==> config.mk <==
export PLATFORM = sky130hd
export DESIGN_NAME = dtc_top
export DESIGN_NICKNAME = d
export VERILOG_FILES = /design/src/logic/dtc_pkg.sv /design/src/logic/dtc_top.sv
export SDC_FILE = /design/constraint.sdc
export NUM_CORES = 1
export LEC_CHECK = 0
export BUFFER_PORTS_ARGS = -buffer_cell sky130_fd_sc_hd__buf_2
export CAP_MARGIN = 20
export CORE_ASPECT_RATIO = 2
export CORE_MARGIN = 3
export CORE_UTILIZATION = 50
export DETAILED_ROUTE_END_ITERATION = 10
export HOLD_SLACK_MARGIN = 0.02
export PLACE_DENSITY = 0.81
export SETUP_SLACK_MARGIN = 0.02
export SYNTH_ARGS = -nofsm -noshare
export SYNTH_HDL_FRONTEND = slang
export SYNTH_SLANG_ARGS = --single-unit
==> constraint.sdc <==
create_clock -name aclk -period 4.8 [get_ports aclk]
set_input_delay 0.96 -clock aclk [delete_from_list [all_inputs] [get_ports aclk]]
set_output_delay 0.96 -clock aclk [all_outputs]
set_load 0.01 [all_outputs]
==> src/logic/dtc_pkg.sv <==
`default_nettype none
package dtc_pkg;

  // Oscillator periods per machine cycle
  localparam int unsigned OSC_PER_MCYCLE = 12;
  localparam logic [3:0]  MCYC_LAST      = 4'(OSC_PER_MCYCLE - 1);

  // Register indexes; byte address is four times the index
  localparam int unsigned ADDR_LSB     = 2;
  localparam logic [9:0]  IDX_CTRL     = 10'h088;
  localparam logic [9:0]  IDX_MODE     = 10'h089;
  localparam logic [9:0]  IDX_CNT0_LO  = 10'h08a;
  localparam logic [9:0]  IDX_CNT1_LO  = 10'h08b;
  localparam logic [9:0]  IDX_CNT0_HI  = 10'h08c;
  localparam logic [9:0]  IDX_CNT1_HI  = 10'h08d;
  localparam logic [9:0]  IDX_IRQ_STAT = 10'h090;
  localparam logic [9:0]  IDX_IRQ_MASK = 10'h091;

  // Control register fields
  localparam int unsigned CTRL_RUN0 = 4;
  localparam int unsigned CTRL_OVF0 = 5;
  localparam int unsigned CTRL_RUN1 = 6;
  localparam int unsigned CTRL_OVF1 = 7;

  // Mode register: one nibble per timer {gate, ctsel, mode[1:0]}
  localparam int unsigned MODE_CFG0_LSB = 0;
  localparam int unsigned MODE_CFG1_LSB = 4;
  localparam int unsigned MODE_GATE0    = 3;
  localparam int unsigned MODE_GATE1    = 7;

  // Reset values
  localparam logic [7:0]  CTRL_RST = 8'h00;
  localparam logic [7:0]  MODE_RST = 8'h00;
  localparam logic [7:0]  CNT_RST  = 8'h00;
  localparam logic [1:0]  IRQ_RST  = 2'h0;

  // Mode 0 prescaler width inside the low byte
  localparam int unsigned PRESC_BITS = 5;

  localparam logic [1:0]  RESP_OKAY   = 2'h0;
  localparam logic [1:0]  RESP_SLVERR = 2'h2;

  typedef enum logic [1:0] {
    DTC_M13   = 2'b00,
    DTC_M16   = 2'b01,
    DTC_M8R   = 2'b10,
    DTC_SPLIT = 2'b11
  } dtc_mode_t;

  typedef struct packed {
    logic      gate;
    logic      ctsel;
    dtc_mode_t mode;
  } dtc_cfg_t;

  typedef struct packed {
    logic [7:0] lo;
    logic [7:0] hi;
    logic       ovf;
  } dtc_step_t;

endpackage
`default_nettype wire

==> src/logic/dtc_top.sv <==
// The AXI4-Lite interface to the registers was decided locally.
`timescale 1ns/1ps
`default_nettype none

// How it works
// - Counter advances only while its run bit set, except timer one while timer zero is in mode 3
// - Overflow sets flag; interrupt vectoring clears it
// - Gate set requires interrupt pin high too
// - Counter select picks pin edges or cycles
// - Two-bit mode field selects operating mode
// - Mode 0 counts thirteen bits, upper three ignored
// - Mode 0 rollover to zero sets overflow
// - Setting run bit leaves counter contents alone
// - Gate bits at mode bits seven and three
// - Mode 1 counts all sixteen bits
// - Mode 2 reloads low byte from high byte
// - Timer one in mode 3 holds count
// - Timer zero mode 3 low byte own controls
// - Split high byte uses timer one controls
// - Timer one started by leaving mode 3
// - Timer function counts once per machine cycle
// - Pin sampled per cycle, falling sample counts
module dtc_top (
  // Clock and reset
  input  wire  logic        aclk,
  input  wire  logic        aresetn,
  // AXI4-Lite write address
  input  wire  logic [31:0] s_axi_awaddr,
  input  wire  logic        s_axi_awvalid,
  output logic              s_axi_awready,
  // AXI4-Lite write data
  input  wire  logic [31:0] s_axi_wdata,
  input  wire  logic [3:0]  s_axi_wstrb,
  input  wire  logic        s_axi_wvalid,
  output logic              s_axi_wready,
  // AXI4-Lite write response
  output logic [1:0]        s_axi_bresp,
  output logic              s_axi_bvalid,
  input  wire  logic        s_axi_bready,
  // AXI4-Lite read address
  input  wire  logic [31:0] s_axi_araddr,
  input  wire  logic        s_axi_arvalid,
  output logic              s_axi_arready,
  // AXI4-Lite read data
  output logic [31:0]       s_axi_rdata,
  output logic [1:0]        s_axi_rresp,
  output logic              s_axi_rvalid,
  input  wire  logic        s_axi_rready,
  // Count and gate pins
  input  wire  logic        count_input_zero,
  input  wire  logic        count_input_one,
  input  wire  logic        ext_irq_pin_zero,
  input  wire  logic        ext_irq_pin_one,
  // Interrupt controller side
  input  wire  logic        vec_ack_zero,
  input  wire  logic        vec_ack_one,
  output logic [1:0]        ovf_req,
  output logic              irq
);

  function automatic dtc_pkg::dtc_step_t tmr_step(
    input dtc_pkg::dtc_mode_t m,
    input logic [7:0]         lo,
    input logic [7:0]         hi
  );
    dtc_pkg::dtc_step_t s;
    logic [12:0]        c13;
    logic [15:0]        c16;
    s.lo  = lo;
    s.hi  = hi;
    s.ovf = 1'b0;
    c13   = {hi, lo[dtc_pkg::PRESC_BITS-1:0]} + 13'h0001;
    c16   = {hi, lo} + 16'h0001;
    unique case (m)
      dtc_pkg::DTC_M13: begin
        s.hi  = c13[12:5];
        s.lo  = {lo[7:5], c13[4:0]};
        s.ovf = (c13 == 13'h0000);
      end
      dtc_pkg::DTC_M16: begin
        s.hi  = c16[15:8];
        s.lo  = c16[7:0];
        s.ovf = (c16 == 16'h0000);
      end
      dtc_pkg::DTC_M8R: begin
        s.ovf = (lo == 8'hff);
        s.lo  = s.ovf ? hi : lo + 8'h01;
      end
      // low byte as its own 8-bit counter
      dtc_pkg::DTC_SPLIT: begin
        s.lo  = lo + 8'h01;
        s.ovf = (lo == 8'hff);
      end
    endcase
    return s;
  endfunction

  // Registers
  logic [7:0]          ctrl_q;
  logic [7:0]          ctrl_d;
  logic [7:0]          mode_q;
  logic [7:0]          cnt_lo_q [2];
  logic [7:0]          cnt_lo_d [2];
  logic [7:0]          cnt_hi_q [2];
  logic [7:0]          cnt_hi_d [2];
  logic [1:0]          irq_stat_q;
  logic [1:0]          irq_mask_q;

  // Pin synchronisers and samples
  logic [1:0]          cnt_meta_q;
  logic [1:0]          cnt_sync_q;
  logic [1:0]          cnt_prev_q;
  logic [1:0]          gate_meta_q;
  logic [1:0]          gate_sync_q;
  logic [3:0]          mcyc_cnt_q;
  logic                mcyc_tick;

  // Per-timer control
  dtc_pkg::dtc_cfg_t   cfg [2];
  dtc_pkg::dtc_step_t  step [2];
  logic [1:0]          run;
  logic [1:0]          fall;
  logic [1:0]          inc;
  logic [1:0]          ovf_evt;
  logic                split0;
  logic                hi0_inc;

  // Bus state
  logic                aw_have_q;
  logic                w_have_q;
  logic [9:0]          wr_idx_q;
  logic [7:0]          wr_data_q;
  logic                wr_strb_q;
  logic                wr_fire;
  logic                wr_hit;
  logic [9:0]          rd_idx;
  logic [7:0]          rd_byte;
  logic                rd_hit;

  // machine cycle enable, one pulse per twelve clocks
  assign mcyc_tick = (mcyc_cnt_q == dtc_pkg::MCYC_LAST);

  always_ff @(posedge aclk) begin
    if (!aresetn) begin
      mcyc_cnt_q <= 4'h0;
    end else if (mcyc_tick) begin
      mcyc_cnt_q <= 4'h0;
    end else begin
      mcyc_cnt_q <= mcyc_cnt_q + 4'h1;
    end
  end

  // Pins cross in through two flops before any logic looks at them
  always_ff @(posedge aclk) begin
    if (!aresetn) begin
      cnt_meta_q  <= 2'h0;
      cnt_sync_q  <= 2'h0;
      gate_meta_q <= 2'h0;
      gate_sync_q <= 2'h0;
    end else begin
      cnt_meta_q  <= {count_input_one, count_input_zero};
      cnt_sync_q  <= cnt_meta_q;
      gate_meta_q <= {ext_irq_pin_one, ext_irq_pin_zero};
      gate_sync_q <= gate_meta_q;
    end
  end

  always_ff @(posedge aclk) begin
    if (!aresetn) begin
      cnt_prev_q <= 2'h0;
    end else if (mcyc_tick) begin
      cnt_prev_q <= cnt_sync_q;
    end
  end

  // gate bits sit at the top of each nibble
  assign cfg[0]  = dtc_pkg::dtc_cfg_t'(mode_q[dtc_pkg::MODE_CFG0_LSB +: 4]);
  assign cfg[1]  = dtc_pkg::dtc_cfg_t'(mode_q[dtc_pkg::MODE_CFG1_LSB +: 4]);
  assign split0  = (cfg[0].mode == dtc_pkg::DTC_SPLIT);
  assign run[0]  = ctrl_q[dtc_pkg::CTRL_RUN0];
  // while split, timer one runs unless parked in mode 3
  assign run[1]  = split0 ? 1'b1 : ctrl_q[dtc_pkg::CTRL_RUN1];
  // split high byte counts cycles on the second run bit
  assign hi0_inc = split0 & ctrl_q[dtc_pkg::CTRL_RUN1] & mcyc_tick;

  for (genvar i = 0; i < 2; i++) begin : g_tmr
    logic cnt_en;
    logic src;
    // high sample then low sample counts once
    assign fall[i] = mcyc_tick & cnt_prev_q[i] & ~cnt_sync_q[i];
    assign cnt_en  = run[i] & (~cfg[i].gate | gate_sync_q[i]);
    assign src     = cfg[i].ctsel ? fall[i] : mcyc_tick;
    if (i == 1) begin : g_hold
      assign inc[i] = cnt_en & src & (cfg[i].mode != dtc_pkg::DTC_SPLIT);
    end else begin : g_run
      assign inc[i] = cnt_en & src;
    end
    assign step[i] = tmr_step(cfg[i].mode, cnt_lo_q[i], cnt_hi_q[i]);
  end

  assign ovf_evt[0] = inc[0] & step[0].ovf;
  // split high byte owns the second flag
  // timer one overflow raises no flag while split
  assign ovf_evt[1] = split0 ? (hi0_inc & (cnt_hi_q[0] == 8'hff))
                             : (inc[1] & step[1].ovf);

  // Bus write lands here, after address and data both arrived
  assign wr_fire = aw_have_q & w_have_q & ~s_axi_bvalid & wr_strb_q;

  always_comb begin
    for (int i = 0; i < 2; i++) begin
      cnt_lo_d[i] = cnt_lo_q[i];
      cnt_hi_d[i] = cnt_hi_q[i];
      if (inc[i]) begin
        cnt_lo_d[i] = step[i].lo;
        if (!(i == 0 && split0)) begin
          cnt_hi_d[i] = step[i].hi;
        end
      end
    end
    if (hi0_inc) begin
      cnt_hi_d[0] = cnt_hi_q[0] + 8'h01;
    end
    // Software write beats a count in the same cycle
    for (int i = 0; i < 2; i++) begin
      if (wr_fire && wr_idx_q == dtc_pkg::IDX_CNT0_LO + 10'(i)) begin
        cnt_lo_d[i] = wr_data_q;
      end
      if (wr_fire && wr_idx_q == dtc_pkg::IDX_CNT0_HI + 10'(i)) begin
        cnt_hi_d[i] = wr_data_q;
      end
    end
  end

  always_ff @(posedge aclk) begin
    if (!aresetn) begin
      for (int i = 0; i < 2; i++) begin
        cnt_lo_q[i] <= dtc_pkg::CNT_RST;
        cnt_hi_q[i] <= dtc_pkg::CNT_RST;
      end
    end else begin
      for (int i = 0; i < 2; i++) begin
        cnt_lo_q[i] <= cnt_lo_d[i];
        cnt_hi_q[i] <= cnt_hi_d[i];
      end
    end
  end

  always_comb begin
    ctrl_d = ctrl_q;
    // run bits are plain storage, counters untouched
    if (wr_fire && wr_idx_q == dtc_pkg::IDX_CTRL) begin
      ctrl_d[dtc_pkg::CTRL_RUN0] = wr_data_q[dtc_pkg::CTRL_RUN0];
      ctrl_d[dtc_pkg::CTRL_RUN1] = wr_data_q[dtc_pkg::CTRL_RUN1];
      ctrl_d[dtc_pkg::CTRL_OVF0] = wr_data_q[dtc_pkg::CTRL_OVF0];
      ctrl_d[dtc_pkg::CTRL_OVF1] = wr_data_q[dtc_pkg::CTRL_OVF1];
    end
    // vectoring clears, overflow sets and wins
    ctrl_d[dtc_pkg::CTRL_OVF0] = ovf_evt[0]
      | (ctrl_d[dtc_pkg::CTRL_OVF0] & ~vec_ack_zero);
    ctrl_d[dtc_pkg::CTRL_OVF1] = ovf_evt[1]
      | (ctrl_d[dtc_pkg::CTRL_OVF1] & ~vec_ack_one);
    // Low nibble belongs to the external interrupt logic
    ctrl_d[3:0] = 4'h0;
  end

  // control, mode and interrupt state cleared at reset
  always_ff @(posedge aclk) begin
    if (!aresetn) begin
      ctrl_q <= dtc_pkg::CTRL_RST;
      mode_q <= dtc_pkg::MODE_RST;
    end else begin
      ctrl_q <= ctrl_d;
      if (wr_fire && wr_idx_q == dtc_pkg::IDX_MODE) begin
        mode_q <= wr_data_q;
      end
    end
  end

  // Sticky event bits: write one clears, a new event wins
  always_ff @(posedge aclk) begin
    if (!aresetn) begin
      irq_stat_q <= dtc_pkg::IRQ_RST;
      irq_mask_q <= dtc_pkg::IRQ_RST;
      irq        <= 1'b0;
      ovf_req    <= 2'h0;
    end else begin
      if (wr_fire && wr_idx_q == dtc_pkg::IDX_IRQ_STAT) begin
        irq_stat_q <= (irq_stat_q & ~wr_data_q[1:0]) | ovf_evt;
      end else begin
        irq_stat_q <= irq_stat_q | ovf_evt;
      end
      if (wr_fire && wr_idx_q == dtc_pkg::IDX_IRQ_MASK) begin
        irq_mask_q <= wr_data_q[1:0];
      end
      // One cycle behind the status bits, in exchange for a clean flop
      irq     <= |(irq_stat_q & irq_mask_q);
      ovf_req <= {ctrl_q[dtc_pkg::CTRL_OVF1], ctrl_q[dtc_pkg::CTRL_OVF0]};
    end
  end

  // Write channels are taken independently, answered once both are in
  assign wr_hit = (wr_idx_q == dtc_pkg::IDX_CTRL)
                | (wr_idx_q == dtc_pkg::IDX_MODE)
                | (wr_idx_q >= dtc_pkg::IDX_CNT0_LO
                   && wr_idx_q <= dtc_pkg::IDX_CNT1_HI)
                | (wr_idx_q == dtc_pkg::IDX_IRQ_STAT)
                | (wr_idx_q == dtc_pkg::IDX_IRQ_MASK);

  always_ff @(posedge aclk) begin
    if (!aresetn) begin
      aw_have_q     <= 1'b0;
      w_have_q      <= 1'b0;
      wr_idx_q      <= 10'h000;
      wr_data_q     <= 8'h00;
      wr_strb_q     <= 1'b0;
      s_axi_awready <= 1'b1;
      s_axi_wready  <= 1'b1;
      s_axi_bvalid  <= 1'b0;
      s_axi_bresp   <= dtc_pkg::RESP_OKAY;
    end else begin
      if (s_axi_awvalid && s_axi_awready) begin
        aw_have_q     <= 1'b1;
        s_axi_awready <= 1'b0;
        wr_idx_q      <= s_axi_awaddr[dtc_pkg::ADDR_LSB +: 10];
      end
      if (s_axi_wvalid && s_axi_wready) begin
        w_have_q     <= 1'b1;
        s_axi_wready <= 1'b0;
        wr_data_q    <= s_axi_wdata[7:0];
        wr_strb_q    <= s_axi_wstrb[0];
      end
      if (aw_have_q && w_have_q && !s_axi_bvalid) begin
        s_axi_bvalid <= 1'b1;
        s_axi_bresp  <= wr_hit ? dtc_pkg::RESP_OKAY : dtc_pkg::RESP_SLVERR;
      end
      if (s_axi_bvalid && s_axi_bready) begin
        s_axi_bvalid  <= 1'b0;
        aw_have_q     <= 1'b0;
        w_have_q      <= 1'b0;
        s_axi_awready <= 1'b1;
        s_axi_wready  <= 1'b1;
      end
    end
  end

  assign rd_idx = s_axi_araddr[dtc_pkg::ADDR_LSB +: 10];

  always_comb begin
    rd_byte = 8'h00;
    rd_hit  = 1'b1;
    unique case (rd_idx)
      dtc_pkg::IDX_CTRL:     rd_byte = ctrl_q;
      dtc_pkg::IDX_MODE:     rd_byte = mode_q;
      dtc_pkg::IDX_CNT0_LO:  rd_byte = cnt_lo_q[0];
      dtc_pkg::IDX_CNT1_LO:  rd_byte = cnt_lo_q[1];
      dtc_pkg::IDX_CNT0_HI:  rd_byte = cnt_hi_q[0];
      dtc_pkg::IDX_CNT1_HI:  rd_byte = cnt_hi_q[1];
      dtc_pkg::IDX_IRQ_STAT: rd_byte = {6'h00, irq_stat_q};
      dtc_pkg::IDX_IRQ_MASK: rd_byte = {6'h00, irq_mask_q};
      default:               rd_hit  = 1'b0;
    endcase
  end

  always_ff @(posedge aclk) begin
    if (!aresetn) begin
      s_axi_arready <= 1'b1;
      s_axi_rvalid  <= 1'b0;
      s_axi_rdata   <= 32'h0000_0000;
      s_axi_rresp   <= dtc_pkg::RESP_OKAY;
    end else begin
      if (s_axi_arvalid && s_axi_arready) begin
        s_axi_arready <= 1'b0;
        s_axi_rvalid  <= 1'b1;
        s_axi_rdata   <= {24'h00_0000, rd_byte};
        s_axi_rresp   <= rd_hit ? dtc_pkg::RESP_OKAY : dtc_pkg::RESP_SLVERR;
      end
      if (s_axi_rvalid && s_axi_rready) begin
        s_axi_rvalid  <= 1'b0;
        s_axi_arready <= 1'b1;
      end
    end
  end

endmodule // dtc_top

`default_nettype wire

After elaboration in Yosys (flattened, before gate mapping)
Memory sizes are Yosys's and may differ from the RTL's.
Cells that the tools add are included.
{"block": "totals", "register_bits": 75, "ramBits": 32, "out_inout_bits": 44, "wordCells": 174, "mem_count": 2}
{"block": "op_classes", "add_sub_neg": 8, "magnitude_cmp": 2, "eq_ne": 27, "muxes": 34, "bitwise": 44, "n_reduce_logical": 30}
{"name": "cnt_hi_q", "depth": 2, "width": 8, "rd": 2, "rd_ports_with_merged_regs": 0, "write_ports": 2, "line_no": "dtc_top.sv:104", "source": "logic [7:0] cnt_hi_q [2];"}
{"name": "cnt_lo_q", "depth": 2, "width": 8, "rd": 2, "rd_ports_with_merged_regs": 0, "write_ports": 2, "line_no": "dtc_top.sv:102", "source": "logic [7:0] cnt_lo_q [2];"}
{"cell": "$eq 10x8->1 const B", "count": 16}
{"cell": "$mux 8", "count": 16}
{"cell": "$pmux 8 s4", "count": 2}
{"cell": "$pmux 8 s8", "count": 1}
{"cell": "$add 16x1->16 const B", "count": 2}
{"cell": "$logic_not 16->1", "count": 2}
{"cell": "$pmux 8 s2", "count": 2}
{"cell": "$add 13x1->13 const B", "count": 2}
{"cell": "$logic_not 13->1", "count": 2}
{"cell": "$add 8x1->8 const B", "count": 3}
{"cell": "$eq 8x8->1 const B", "count": 3}
{"cell": "$and 1x1->1", "count": 19}
{"cell": "$logic_and 1x1->1", "count": 16}
{"cell": "$or 1x1->1", "count": 12}
{"cell": "$reduce_or 2->1", "count": 6}
{"cell": "$ge 10x8->1 const B", "count": 1}
{"cell": "$le 10x8->1 const B", "count": 1}
{"cell": "$eq 2x2->1 const B", "count": 4}
{"cell": "$not 1->1", "count": 8}
{"cell": "$reduce_or 8->1", "count": 1}
{"cell": "$mux 1", "count": 7}
{"cell": "$mux 2", "count": 3}
{"cell": "$pmux 1 s3", "count": 2}
{"cell": "$add 4x1->4 const B", "count": 1}
{"cell": "9 further kinds", "count": 13}

Depth between registers and ports, before layout
Gate-level depths: netlist (run 1).
{"block": "logic_depth", "depth_word": 10, "depth_mapped": 10, "ltp_nobuf": 9}

Worst setup path after synthesis (run 1)
OpenSTA, ideal clock, no wires.
{"block": "synth_path", "kind": "in2reg", "start": "input port s_axi_araddr[8]", "end": "register s_axi_rdata[0]", "setup_time_ns": 0.076, "t_arrival_ns": 2.635, "t_required_ns": 4.724, "setup_slack_ns": 2.089, "stages": 7, "n_path_buf": 1, "cell_sequence": "or3b_2 > nor3_1 > clkbuf_1 > a221oi_1 > a211oi_1 > a221oi_1 > o21ai_0"}
{"block": "synth_between", "elab_chain_len": 2, "elab_cells_between_ends": 9}
{"element": "start: declaration", "line_no": "dtc_top.sv:41", "source": "input wire logic [31:0] s_axi_araddr,"}
{"element": "$eq 10x8->1", "line_no": "dtc_top.sv:352", "source": "unique case (rd_idx)"}
{"element": "$pmux 8 s8 *", "line_no": "dtc_top.sv:352"}
{"element": "end signal: assignment", "line_no": "dtc_top.sv:375", "source": "s_axi_rdata <= {24'h00_0000, rd_byte};"}
{"element": "end: declaration", "line_no": "dtc_top.sv:45", "source": "output logic [31:0] s_axi_rdata,"}
Every way passes the cells marked *; elsewhere a longest branch is shown, timed or not.
A chain may end at the register's enable or synchronous reset.

==> impl_metrics.json, run 1 <==
{
  "status": "complete, no violations",
  "finalPower_mw": 1.74,
  "crit_slowest_cell": "a2111oi_0",
  "slew_headroom_pct": 41.5,
  "slew_viol_final": 0,
  "hold_buffers": 0,
  "setup_violations": 0,
  "start_util_pct": 51.5,
  "synth_edf_count": 0,
  "grt_pass1_vias": 5634,
  "numCtsBuffers": 9,
  "cts_tree": "built",
  "yosys_most_used_dff": "dfxtp_1",
  "antenna_left": 0,
  "area_delta_synth_final_pct": 7.28,
  "synthSimpleGateAreaFrac_pct": 24.4,
  "setup_ws_ns": 1.52,
  "netlist_area_um2": 6100,
  "drtIter0Drc": 564,
  "dr.pass1.iters": 8,
  "period_share_pct": 68.3,
  "clk_latency_ns": 0.35,
  "dpl.cell_count": 934,
  "path_cells": "ha_1 -> and4_1 -> nand4_1 -> mux2_2 -> o221ai_1 -> nand4_1 -> a2111oi_0 -> or2_2",
  "drive_above_1_share_pct": 12.5,
  "pre_cts_slack_ns": 1.58,
  "cap_viol_max_count": 0,
  "p_int_mw": 1.27,
  "finalClockSkew_ns": 0.00480,
  "worstHoldPathType": "flip-flop to flip-flop",
  "p_sw_uw": 466,
  "finalHoldWorstSlack_ns": 0.445,
  "synth_top_area_share_pct": 33.1,
  "io_buffers": 59,
  "overflow": 0,
  "synthAdderAreaFrac_pct": 2.05,
  "rsz0062_at_grt": "no",
  "r2r_slack_ns": 1.52,
  "grt_first_pass_wirelength_mm": 28.2,
  "grt_use_total_pct": 25.9,
  "nets": 923,
  "post_cts_buffers": 0,
  "min_from": "gate_meta_q[1]",
  "yosysUniqueCellTypes": 70,
  "postSynthCellCount": 794,
  "grt_max_degree": 65,
  "reg2reg_depth": 8,
  "place_congestion": 0.988,
  "antenna_found_initial": 0,
  "most-common-layout-cells": "nand2_1 (101), dfxtp_1 (101), nor2_1 (68), a21oi_1 (60), buf_2 (59)",
  "die_area_um2": 13600,
  "end_kind": "flip-flop",
  "power_frac_comb_pct": 6.1,
  "synth_compound_area_share_pct": 23.8,
  "drc": 0,
  "crit_start": "cnt_lo_q[0][0]",
  "cts_resized": 0,
  "yosysWarningCount": 0,
  "synth_top_family_by_area": "simple AND/OR/NAND/NOR gates",
  "worstPathArrival_ns": 3.58,
  "max_stage_delay_ns": 0.76,
  "wire_per_inst_um": 18.7,
  "vias": 5934,
  "startpoint_type": "flip-flop",
  "power_density_nw_per_um2": 266,
  "p_seq_share_pct": 50.8,
  "syn_area_per_cell_um2": 7.68,
  "yosysSeqAreaShare_pct": 33.1,
  "yosys.area.top_type": "dfxtp_1",
  "clock-sinks": 101,
  "cts_root_buf": "clkbuf_16",
  "vias_per_cell": 6.25,
  "critPathKind": "flip-flop to flip-flop",
  "r2r-start": "cnt_lo_q[0][0]",
  "die_height_um": 162,
  "max_freq_mhz": 305,
  "row_count": 56,
  "peakVddDrop_mv": 0.247,
  "rr_endpoint": "ctrl_q[5]",
  "final.fill_count": 1103,
  "htree_levels": 3,
  "instances_no_fill": 950,
  "critPathMostFrequentCell": "nand4_1",
  "yosys.area_share.xor_xnor_pct": 3.73,
  "holdPathEnd": "gate_sync_q[1]",
  "diodes": 0,
  "crit_path_max_fanout": 12,
  "tightest_slew_ns": 0.856,
  "clkPwrFrac_pct": 43.1,
  "hpwl_mm": 13.4,
  "hold_viol": 0,
  "cts_buffer_depth": 2,
  "path_clk_slew_ns": 0.08,
  "fin_tns_setup_ns": 0,
  "p_leak_nw": 2.39,
  "switching_share_pct": 26.8,
  "synth_area_leaders": "dfxtp_1 (33%), nand2_1 (6.2%), a21oi_1 (4.9%)",
  "ios": 157,
  "synthMuxAreaShare_pct": 3.84,
  "critical_path_required_ns": 5.10,
  "min_path_cells": 1,
  "layout_min_cycle_time_ns": 3.28,
  "core_um2": 11800,
  "ys_async_sr_fraction_pct": 0,
  "synth-seq-cells": 101,
  "wl_mm": 17.8,
  "die_x_um": 84.1
}
[power groups by stage]
| stage | registers, mW | clock network [mW] | logic [mW] |
|---|---|---|---|
| final | 0.883 | 0.750 | 0.105 |
| after global routing | 0.886 | 0.789 | 0.118 |
| after CTS | 0.882 | 0.754 | 0.105 |
| after detailed placement | 0.902 | 0 | 0.104 |
| after global placement | 0.901 | 0 | 0.103 |
| after floorplan | 0.891 | 0 | 0.0848 |
[stage by stage]
| step | util [%] | area [um2] |
|---|---|---|
| after detailed placement | 52.6 | 6230 |
| after floorplan | - | 6190 |
| after global routing | 55.3 | 6550 |
| after CTS | 55.3 | 6550 |
| final | 55.3 | 6550 |
| after global placement | 52.6 | 6230 |
[critical path: cells and delay by family (launching register included)]
kind	cells	cell delay, ns
fa+ha+maj	1	0.42
flops	1	0.47
simple gates	4	1.04
mux	1	0.31
compound gates	2	0.97
[cell type report]
type	instances	area (um2)	area share, %
tap	145	181	2.77
inverter	19	71.3	1.09
sequential	101	2020	30.9
clock buffer	9	225	3.44
multi-input combinational	605	3620	55.4
timing repair buffer	64	333	5.09
clock inverter	7	88.8	1.36
[cell families (layout without fill, tap and decap cells)]
kind of cell / after synthesis / after routing
other: 1 / 26
AO/OA/AOI/OAI: 216 / 216
flip-flops: 101 / 101
multiplexers: 23 / 23
AND/OR/NAND/NOR: 304 / 304
buffers and inverters: 113 / 99
adder cells (fa/ha/maj): 10 / 10
XOR/XNOR: 26 / 26
[flip-flops by register name, summed over array words and instances, names as in the netlist, 4 cells and up]
| name | count |
|---|---|
| mode_q | 8 |
| cnt_hi_q | 16 |
| ctrl_q | 4 |
| s_axi_rdata | 8 |
| mcyc_cnt_q | 4 |
| wr_idx_q | 10 |
| cnt_lo_q | 16 |
| wr_data_q | 8 |
[worst max-delay path by stage]
stage | slack [ns] | endpoint
3_3_place_gp | 1.58 | ctrl_q[5]
5_1_grt | 1.38 | ctrl_q[5]
3_5_place_dp | 1.58 | ctrl_q[5]
4_1_cts | 1.56 | ctrl_q[5]
6_report | 1.52 | ctrl_q[5]
2_1_floorplan | 2.09 | s_axi_rdata[0]
[cell usage after synthesis (11+ instances only)]
master / instances
a211oi_1: 17
a21oi_1: 60
a221oi_1: 18
a31oi_1: 11
and2_1: 15
and3_1: 11
buf_4: 27
clkbuf_1: 52
dfxtp_1: 101
inv_1: 19
mux2i_1: 20
nand2_1: 101
nand3_1: 23
nor2_1: 68
nor3_1: 23
o21ai_0: 40
xnor2_1: 14
xor2_1: 12
[routing by layer]
| metal | track usage, % | vias to the layer above | share of wire [%] | wire, um |
|---|---|---|---|---|
| li1 | - | 2822 | - | - |
| met1 | 25.9 | 2697 | 33 | 5900 |
| met2 | 46.8 | 306 | 52 | 9230 |
| met3 | 3.65 | 109 | 6.5 | 1150 |
| met4 | 20.6 | 0 | 8.4 | 1490 |
| met5 | 0 | - | 0 | 0 |
Power figures use the tool's default switching activity.
==> inputs of run 2 (changes only) <==
Settings changed: CORE_UTILIZATION 50 to 49, PLACE_DENSITY 0.81 to 0.83.
Clock period 4.8 ns to 2.9 ns, I/O delays scaled along.
==> impl_metrics.json, run 2 (synthesis results as in run 1) <==
{
  "setup_ws_ns": 0.231,
  "overflow": 0,
  "hold_buffers": 0,
  "die_area_um2": 13900,
  "nets": 962,
  "grt_pass1_vias": 5785,
  "htree_levels": 3,
  "crit_path_max_fanout": 6,
  "place_congestion": 1.04,
  "startpoint_type": "flip-flop",
  "tightest_slew_ns": 0.663,
  "ios": 157,
  "slew_viol_final": 0,
  "antenna_left": 0,
  "grt_max_degree": 65,
  "placed_area_um2": 6530,
  "critPathKind": "flip-flop to flip-flop",
  "r2r-start": "cnt_hi_q[0][0]",
  "wl_mm": 18.3,
  "worstPathArrival_ns": 2.97,
  "layout_min_cycle_time_ns": 2.67,
  "status": "complete, no violations",
  "wire_per_inst_um": 18.5,
  "grt_first_pass_wirelength_mm": 29.3,
  "reg2reg_depth": 9,
  "pre_cts_slack_ns": 0.267,
  "top_regs": "cnt_hi_q: 16 flops, cnt_lo_q: 16 flops, wr_idx_q: 10 flops",
  "min_from": "s_axi_awvalid",
  "path_clk_slew_ns": 0.08,
  "post_cts_buffers": 0,
  "start_util_pct": 50.0,
  "cts_buffer_depth": 2,
  "cts_tree": "built",
  "fin_tns_setup_ns": 0,
  "core_um2": 12200,
  "peakVddDrop_mv": 0.337,
  "die_x_um": 84.9,
  "most-common-layout-cells": "nand2_1 (101), dfxtp_1 (101), nor2_1 (68), a21oi_1 (60), buf_2 (59)",
  "path_buf_inv": 1,
  "setup_violations": 0,
  "seq_area_um2": 2020,
  "die_height_um": 164,
  "diodes": 0,
  "final.fill_count": 1150,
  "io_buffers": 59,
  "row_count": 57,
  "path_cells": "ha_1 -> and3_1 -> nor2b_1 -> mux2_2 -> o311ai_0 -> o21ai_0 -> a2111oi_0 -> buf_4 -> or2_2",
  "critical_path_required_ns": 3.20,
  "max_freq_mhz": 375,
  "crit_cells": 9,
  "max_stage_delay_ns": 0.40,
  "worstHoldPathType": "input port to flip-flop",
  "cp_top_family": "compound AO/OA/AOI/OAI gates",
  "grt_use_total_pct": 26.5,
  "antenna_found_initial": 0,
  "holdPathEnd": "s_axi_awready",
  "vias": 6123,
  "end_kind": "flip-flop",
  "cap_viol_max_count": 0,
  "hpwl_mm": 13.8,
  "cts_root_buf": "clkbuf_16",
  "cts_resized": 0,
  "period_share_pct": 92.0,
  "min_path_cells": 2,
  "drc": 0,
  "finalClockSkew_ns": 0.00808,
  "slew_headroom_pct": 54.6,
  "area_delta_synth_final_pct": 11.8,
  "clk_latency_ns": 0.35,
  "final_area_um2": 6820,
  "multi_input_area_um2": 3620,
  "clock-sinks": 101,
  "r2r_slack_ns": 0.23,
  "drtIter0Drc": 484,
  "power_density_nw_per_um2": 415,
  "rsz0062_at_grt": "no",
  "numCtsBuffers": 9,
  "drive_above_1_share_pct": 16.5,
  "vias_per_cell": 6.18,
  "rr_endpoint": "ctrl_q[5]",
  "p_leak_nw": 2.59,
  "fin_util_pct": 55.9,
  "dr.pass1.iters": 6,
  "hold_viol": 0,
  "crit_slowest_cell": "a2111oi_0"
}
-- run 2: worst max path at each step --
stage / start / to / slack (ns)
5_1_grt: mcyc_cnt_q[0] / cnt_hi_q[0][2] / 0.03
3_5_place_dp: mcyc_cnt_q[0] / irq_stat_q[1] / 0.27
2_1_floorplan: cnt_lo_q[0][8] / ctrl_q[7] / 0.22
6_report: cnt_hi_q[0][0] / ctrl_q[5] / 0.23
3_3_place_gp: cnt_lo_q[0][14] / ctrl_q[7] / 0.28
4_1_cts: mcyc_cnt_q[0] / irq_stat_q[1] / 0.24
-- run 2: where the power goes --
part | internal, mW | switching (mW)
clock | 0.610 | 0.583
combinational | 0.0654 | 0.107
sequential | 1.42 | 0.0432
-- run 2: cell type report --
cell class              count  share of cell area, %
repair buffers            103                   9.17
flip-flops and latches    101                   29.6
well taps                 147                   2.70
multi-input cells         605                   53.1
inverters                  19                   1.05
clock inverters             6                  0.954
clock buffers              10                   3.36
-- run 2: per-layer routing --
metal / GRT usage (%) / share of wire, % / wire, um / vias up
li1: - / - / - / 2899
met1: 27.0 / 34 / 6240 / 2803
met2: 49.6 / 52 / 9550 / 321
met3: 3.11 / 6.3 / 1160 / 100
met4: 17.5 / 7.5 / 1370 / 0
met5: 0 / 0 / 0 / -
-- run 2: through the flow --
stage	hold slack [ns]	instances	power, mW
6_report	0.423	991	2.83
5_1_grt	0.445	991	2.93
4_1_cts	0.427	991	2.83
3_5_place_dp	0.426	975	1.66
3_3_place_gp	0.417	975	1.66
2_1_floorplan	0.412	819	1.61
==> inputs of run 3 (changes only) <==
Settings changed: CORE_UTILIZATION 49 to 28, PLACE_DENSITY 0.83 to 0.53.
Clock period 2.9 ns to 2.5 ns, I/O delays scaled along.
==> impl_metrics.json, run 3 (synthesis results as in run 1) <==
{
  "status": "complete, no violations",
  "start_util_pct": 28.8,
  "crit_path_max_fanout": 4,
  "cp-endpoint": "irq_stat_q[1]",
  "peakVddDrop_mv": 0.329,
  "slew_headroom_pct": 57.7,
  "worstHoldPathType": "input port to flip-flop",
  "clock-sinks": 101,
  "place_congestion": 0.915,
  "grt_first_pass_wirelength_mm": 33.6,
  "io_buffers": 59,
  "path_clk_slew_ns": 0.08,
  "hold_viol": 0,
  "drc": 0,
  "die_x_um": 110,
  "finalClockSkew_ns": 0.00974,
  "top_regs": "cnt_hi_q: 16 flops, cnt_lo_q: 16 flops, wr_idx_q: 10 flops",
  "critPathKind": "flip-flop to flip-flop",
  "cts_tree": "built",
  "drive_above_1_share_pct": 22.7,
  "instances_no_fill": 1155,
  "r2r-start": "cnt_lo_q[0][9]",
  "numCtsBuffers": 9,
  "period_share_pct": 96.3,
  "grt_use_total_pct": 18.8,
  "diodes": 0,
  "r2r_slack_ns": 0.09,
  "end_kind": "flip-flop",
  "overflow": 0,
  "grt_max_degree": 65,
  "core_um2": 21200,
  "vias": 6117,
  "most-common-layout-cells": "nand2_1 (100), dfxtp_1 (93), buf_4 (85), nor2_1 (67), a21oi_1 (60)",
  "slew_viol_final": 0,
  "hpwl_mm": 16.6,
  "setup_violations": 0,
  "hold_buffers": 0,
  "drtIter0Drc": 381,
  "grt_most_used_layer": "met2",
  "power_density_nw_per_um2": 453,
  "globalRouteMet2Util_pct": 33.9,
  "wl_mm": 21.7,
  "tightest_slew_ns": 0.626,
  "htree_levels": 3,
  "wire_per_inst_um": 18.8,
  "crit_slowest_cell": "or4_4",
  "area_delta_synth_final_pct": 21.7,
  "startpoint_type": "flip-flop",
  "fin_tns_setup_ns": 0,
  "die_area_um2": 23700,
  "nets": 1004,
  "antenna_left": 0,
  "worstPathArrival_ns": 2.72,
  "row_count": 75,
  "path_cells": "ha_4 -> nand4_4 -> or2_4 -> a2111o_1 -> or4_4 -> nor4b_4 -> a311o_1",
  "max_stage_delay_ns": 0.50,
  "p_leak_nw": 2.82,
  "vias_per_cell": 5.30,
  "final.fill_count": 2331,
  "finalHoldWorstSlack_ns": 0.326,
  "die_height_um": 215,
  "rsz0062_at_grt": "yes",
  "antenna_found_initial": 0,
  "cap_viol_max_count": 0,
  "layout_min_cycle_time_ns": 2.41,
  "crit_start": "cnt_lo_q[0][9]",
  "rr_endpoint": "irq_stat_q[1]",
  "grt_pass1_vias": 6098,
  "reg2reg_depth": 7,
  "max_freq_mhz": 415,
  "ios": 157,
  "dpl.cell_count": 1136,
  "final_common_cell": "nand2_1",
  "cts_buffer_depth": 2,
  "grtUsageMet1_pct": 18.5,
  "clk_latency_ns": 0.37,
  "cts_root_buf": "clkbuf_16",
  "critical_path_required_ns": 2.81,
  "dr.pass1.iters": 7,
  "grtUsageMet3_pct": 2.88
}
==> run 3: cell count changes in the layout (fill, tap and decap cells not counted), sizes merged <==
cell | before | now
buf | 103 | 145
clkbuf | 10 | 9
clkinvlp | 0 | 1
==> run 3: layer usage <==
layer  vias to the layer above  part of all wire [%]
met5                         -                     0
met4                         0                   8.0
met3                        82                   4.3
met2                       202                    53
met1                      2850                    35
li1                       2983                     -
==> run 3: per-stage QoR <==
stage	cell area [um2]	setup slack, ns	power [mW]	util [%]
finish	7430	0.0925	3.36	35.0
global route	7430	-0.0141	3.49	35.0
CTS	7340	0.0193	3.41	34.6
detailed placement	7000	-0.261	1.96	33.0
global placement	7000	-0.279	1.95	33.0
floorplan	6210	0.0310	1.87	-
==> run 3: worst min path at each step <==
stage	cells past startpoint	from	slack, ns	to
after floorplan	1	cnt_meta_q[0]	0.41	cnt_sync_q[0]
after global placement	1	gate_meta_q[0]	0.42	gate_sync_q[0]
after detailed placement	1	cnt_meta_q[0]	0.42	cnt_sync_q[0]
after CTS	2	s_axi_awvalid	0.31	s_axi_awready
after global routing	2	ext_irq_pin_one	0.32	gate_meta_q[1]
final	2	s_axi_awvalid	0.33	s_axi_awready
==> run 3: what timing repair did <==
item / 4_1_cts / 5_1_grt
gates resized for setup: 8 / 18
setup endpoints to repair: 5 / 7
setup buffers: 2 / 1
pin swaps: 3 / 4
==> run 3: power by group <==
group          switching [mW]  internal (mW)
combinational           0.134         0.0853
sequential             0.0544           1.64
clock                   0.740          0.708
==> run 3: area by class of cell <==
class,instances,area (um2),area share (%)
clock inverter,7,75.1,1.01
multi-input combinational,605,3720,50.1
timing repair buffer,145,953,12.8
clock buffer,9,225,3.03
inverter,19,71.3,0.960
tap,269,337,4.53
sequential,101,2040,27.5
==> run 3: worst max-delay path: cells and delay by family (launching register included) <==
kind / cells / cell delay, ns
AND/OR/NAND/NOR: 4 / 1.25
AO/OA/AOI/OAI: 2 / 0.57
adder cells (fa/ha/maj): 1 / 0.14
flip-flops: 1 / 0.38
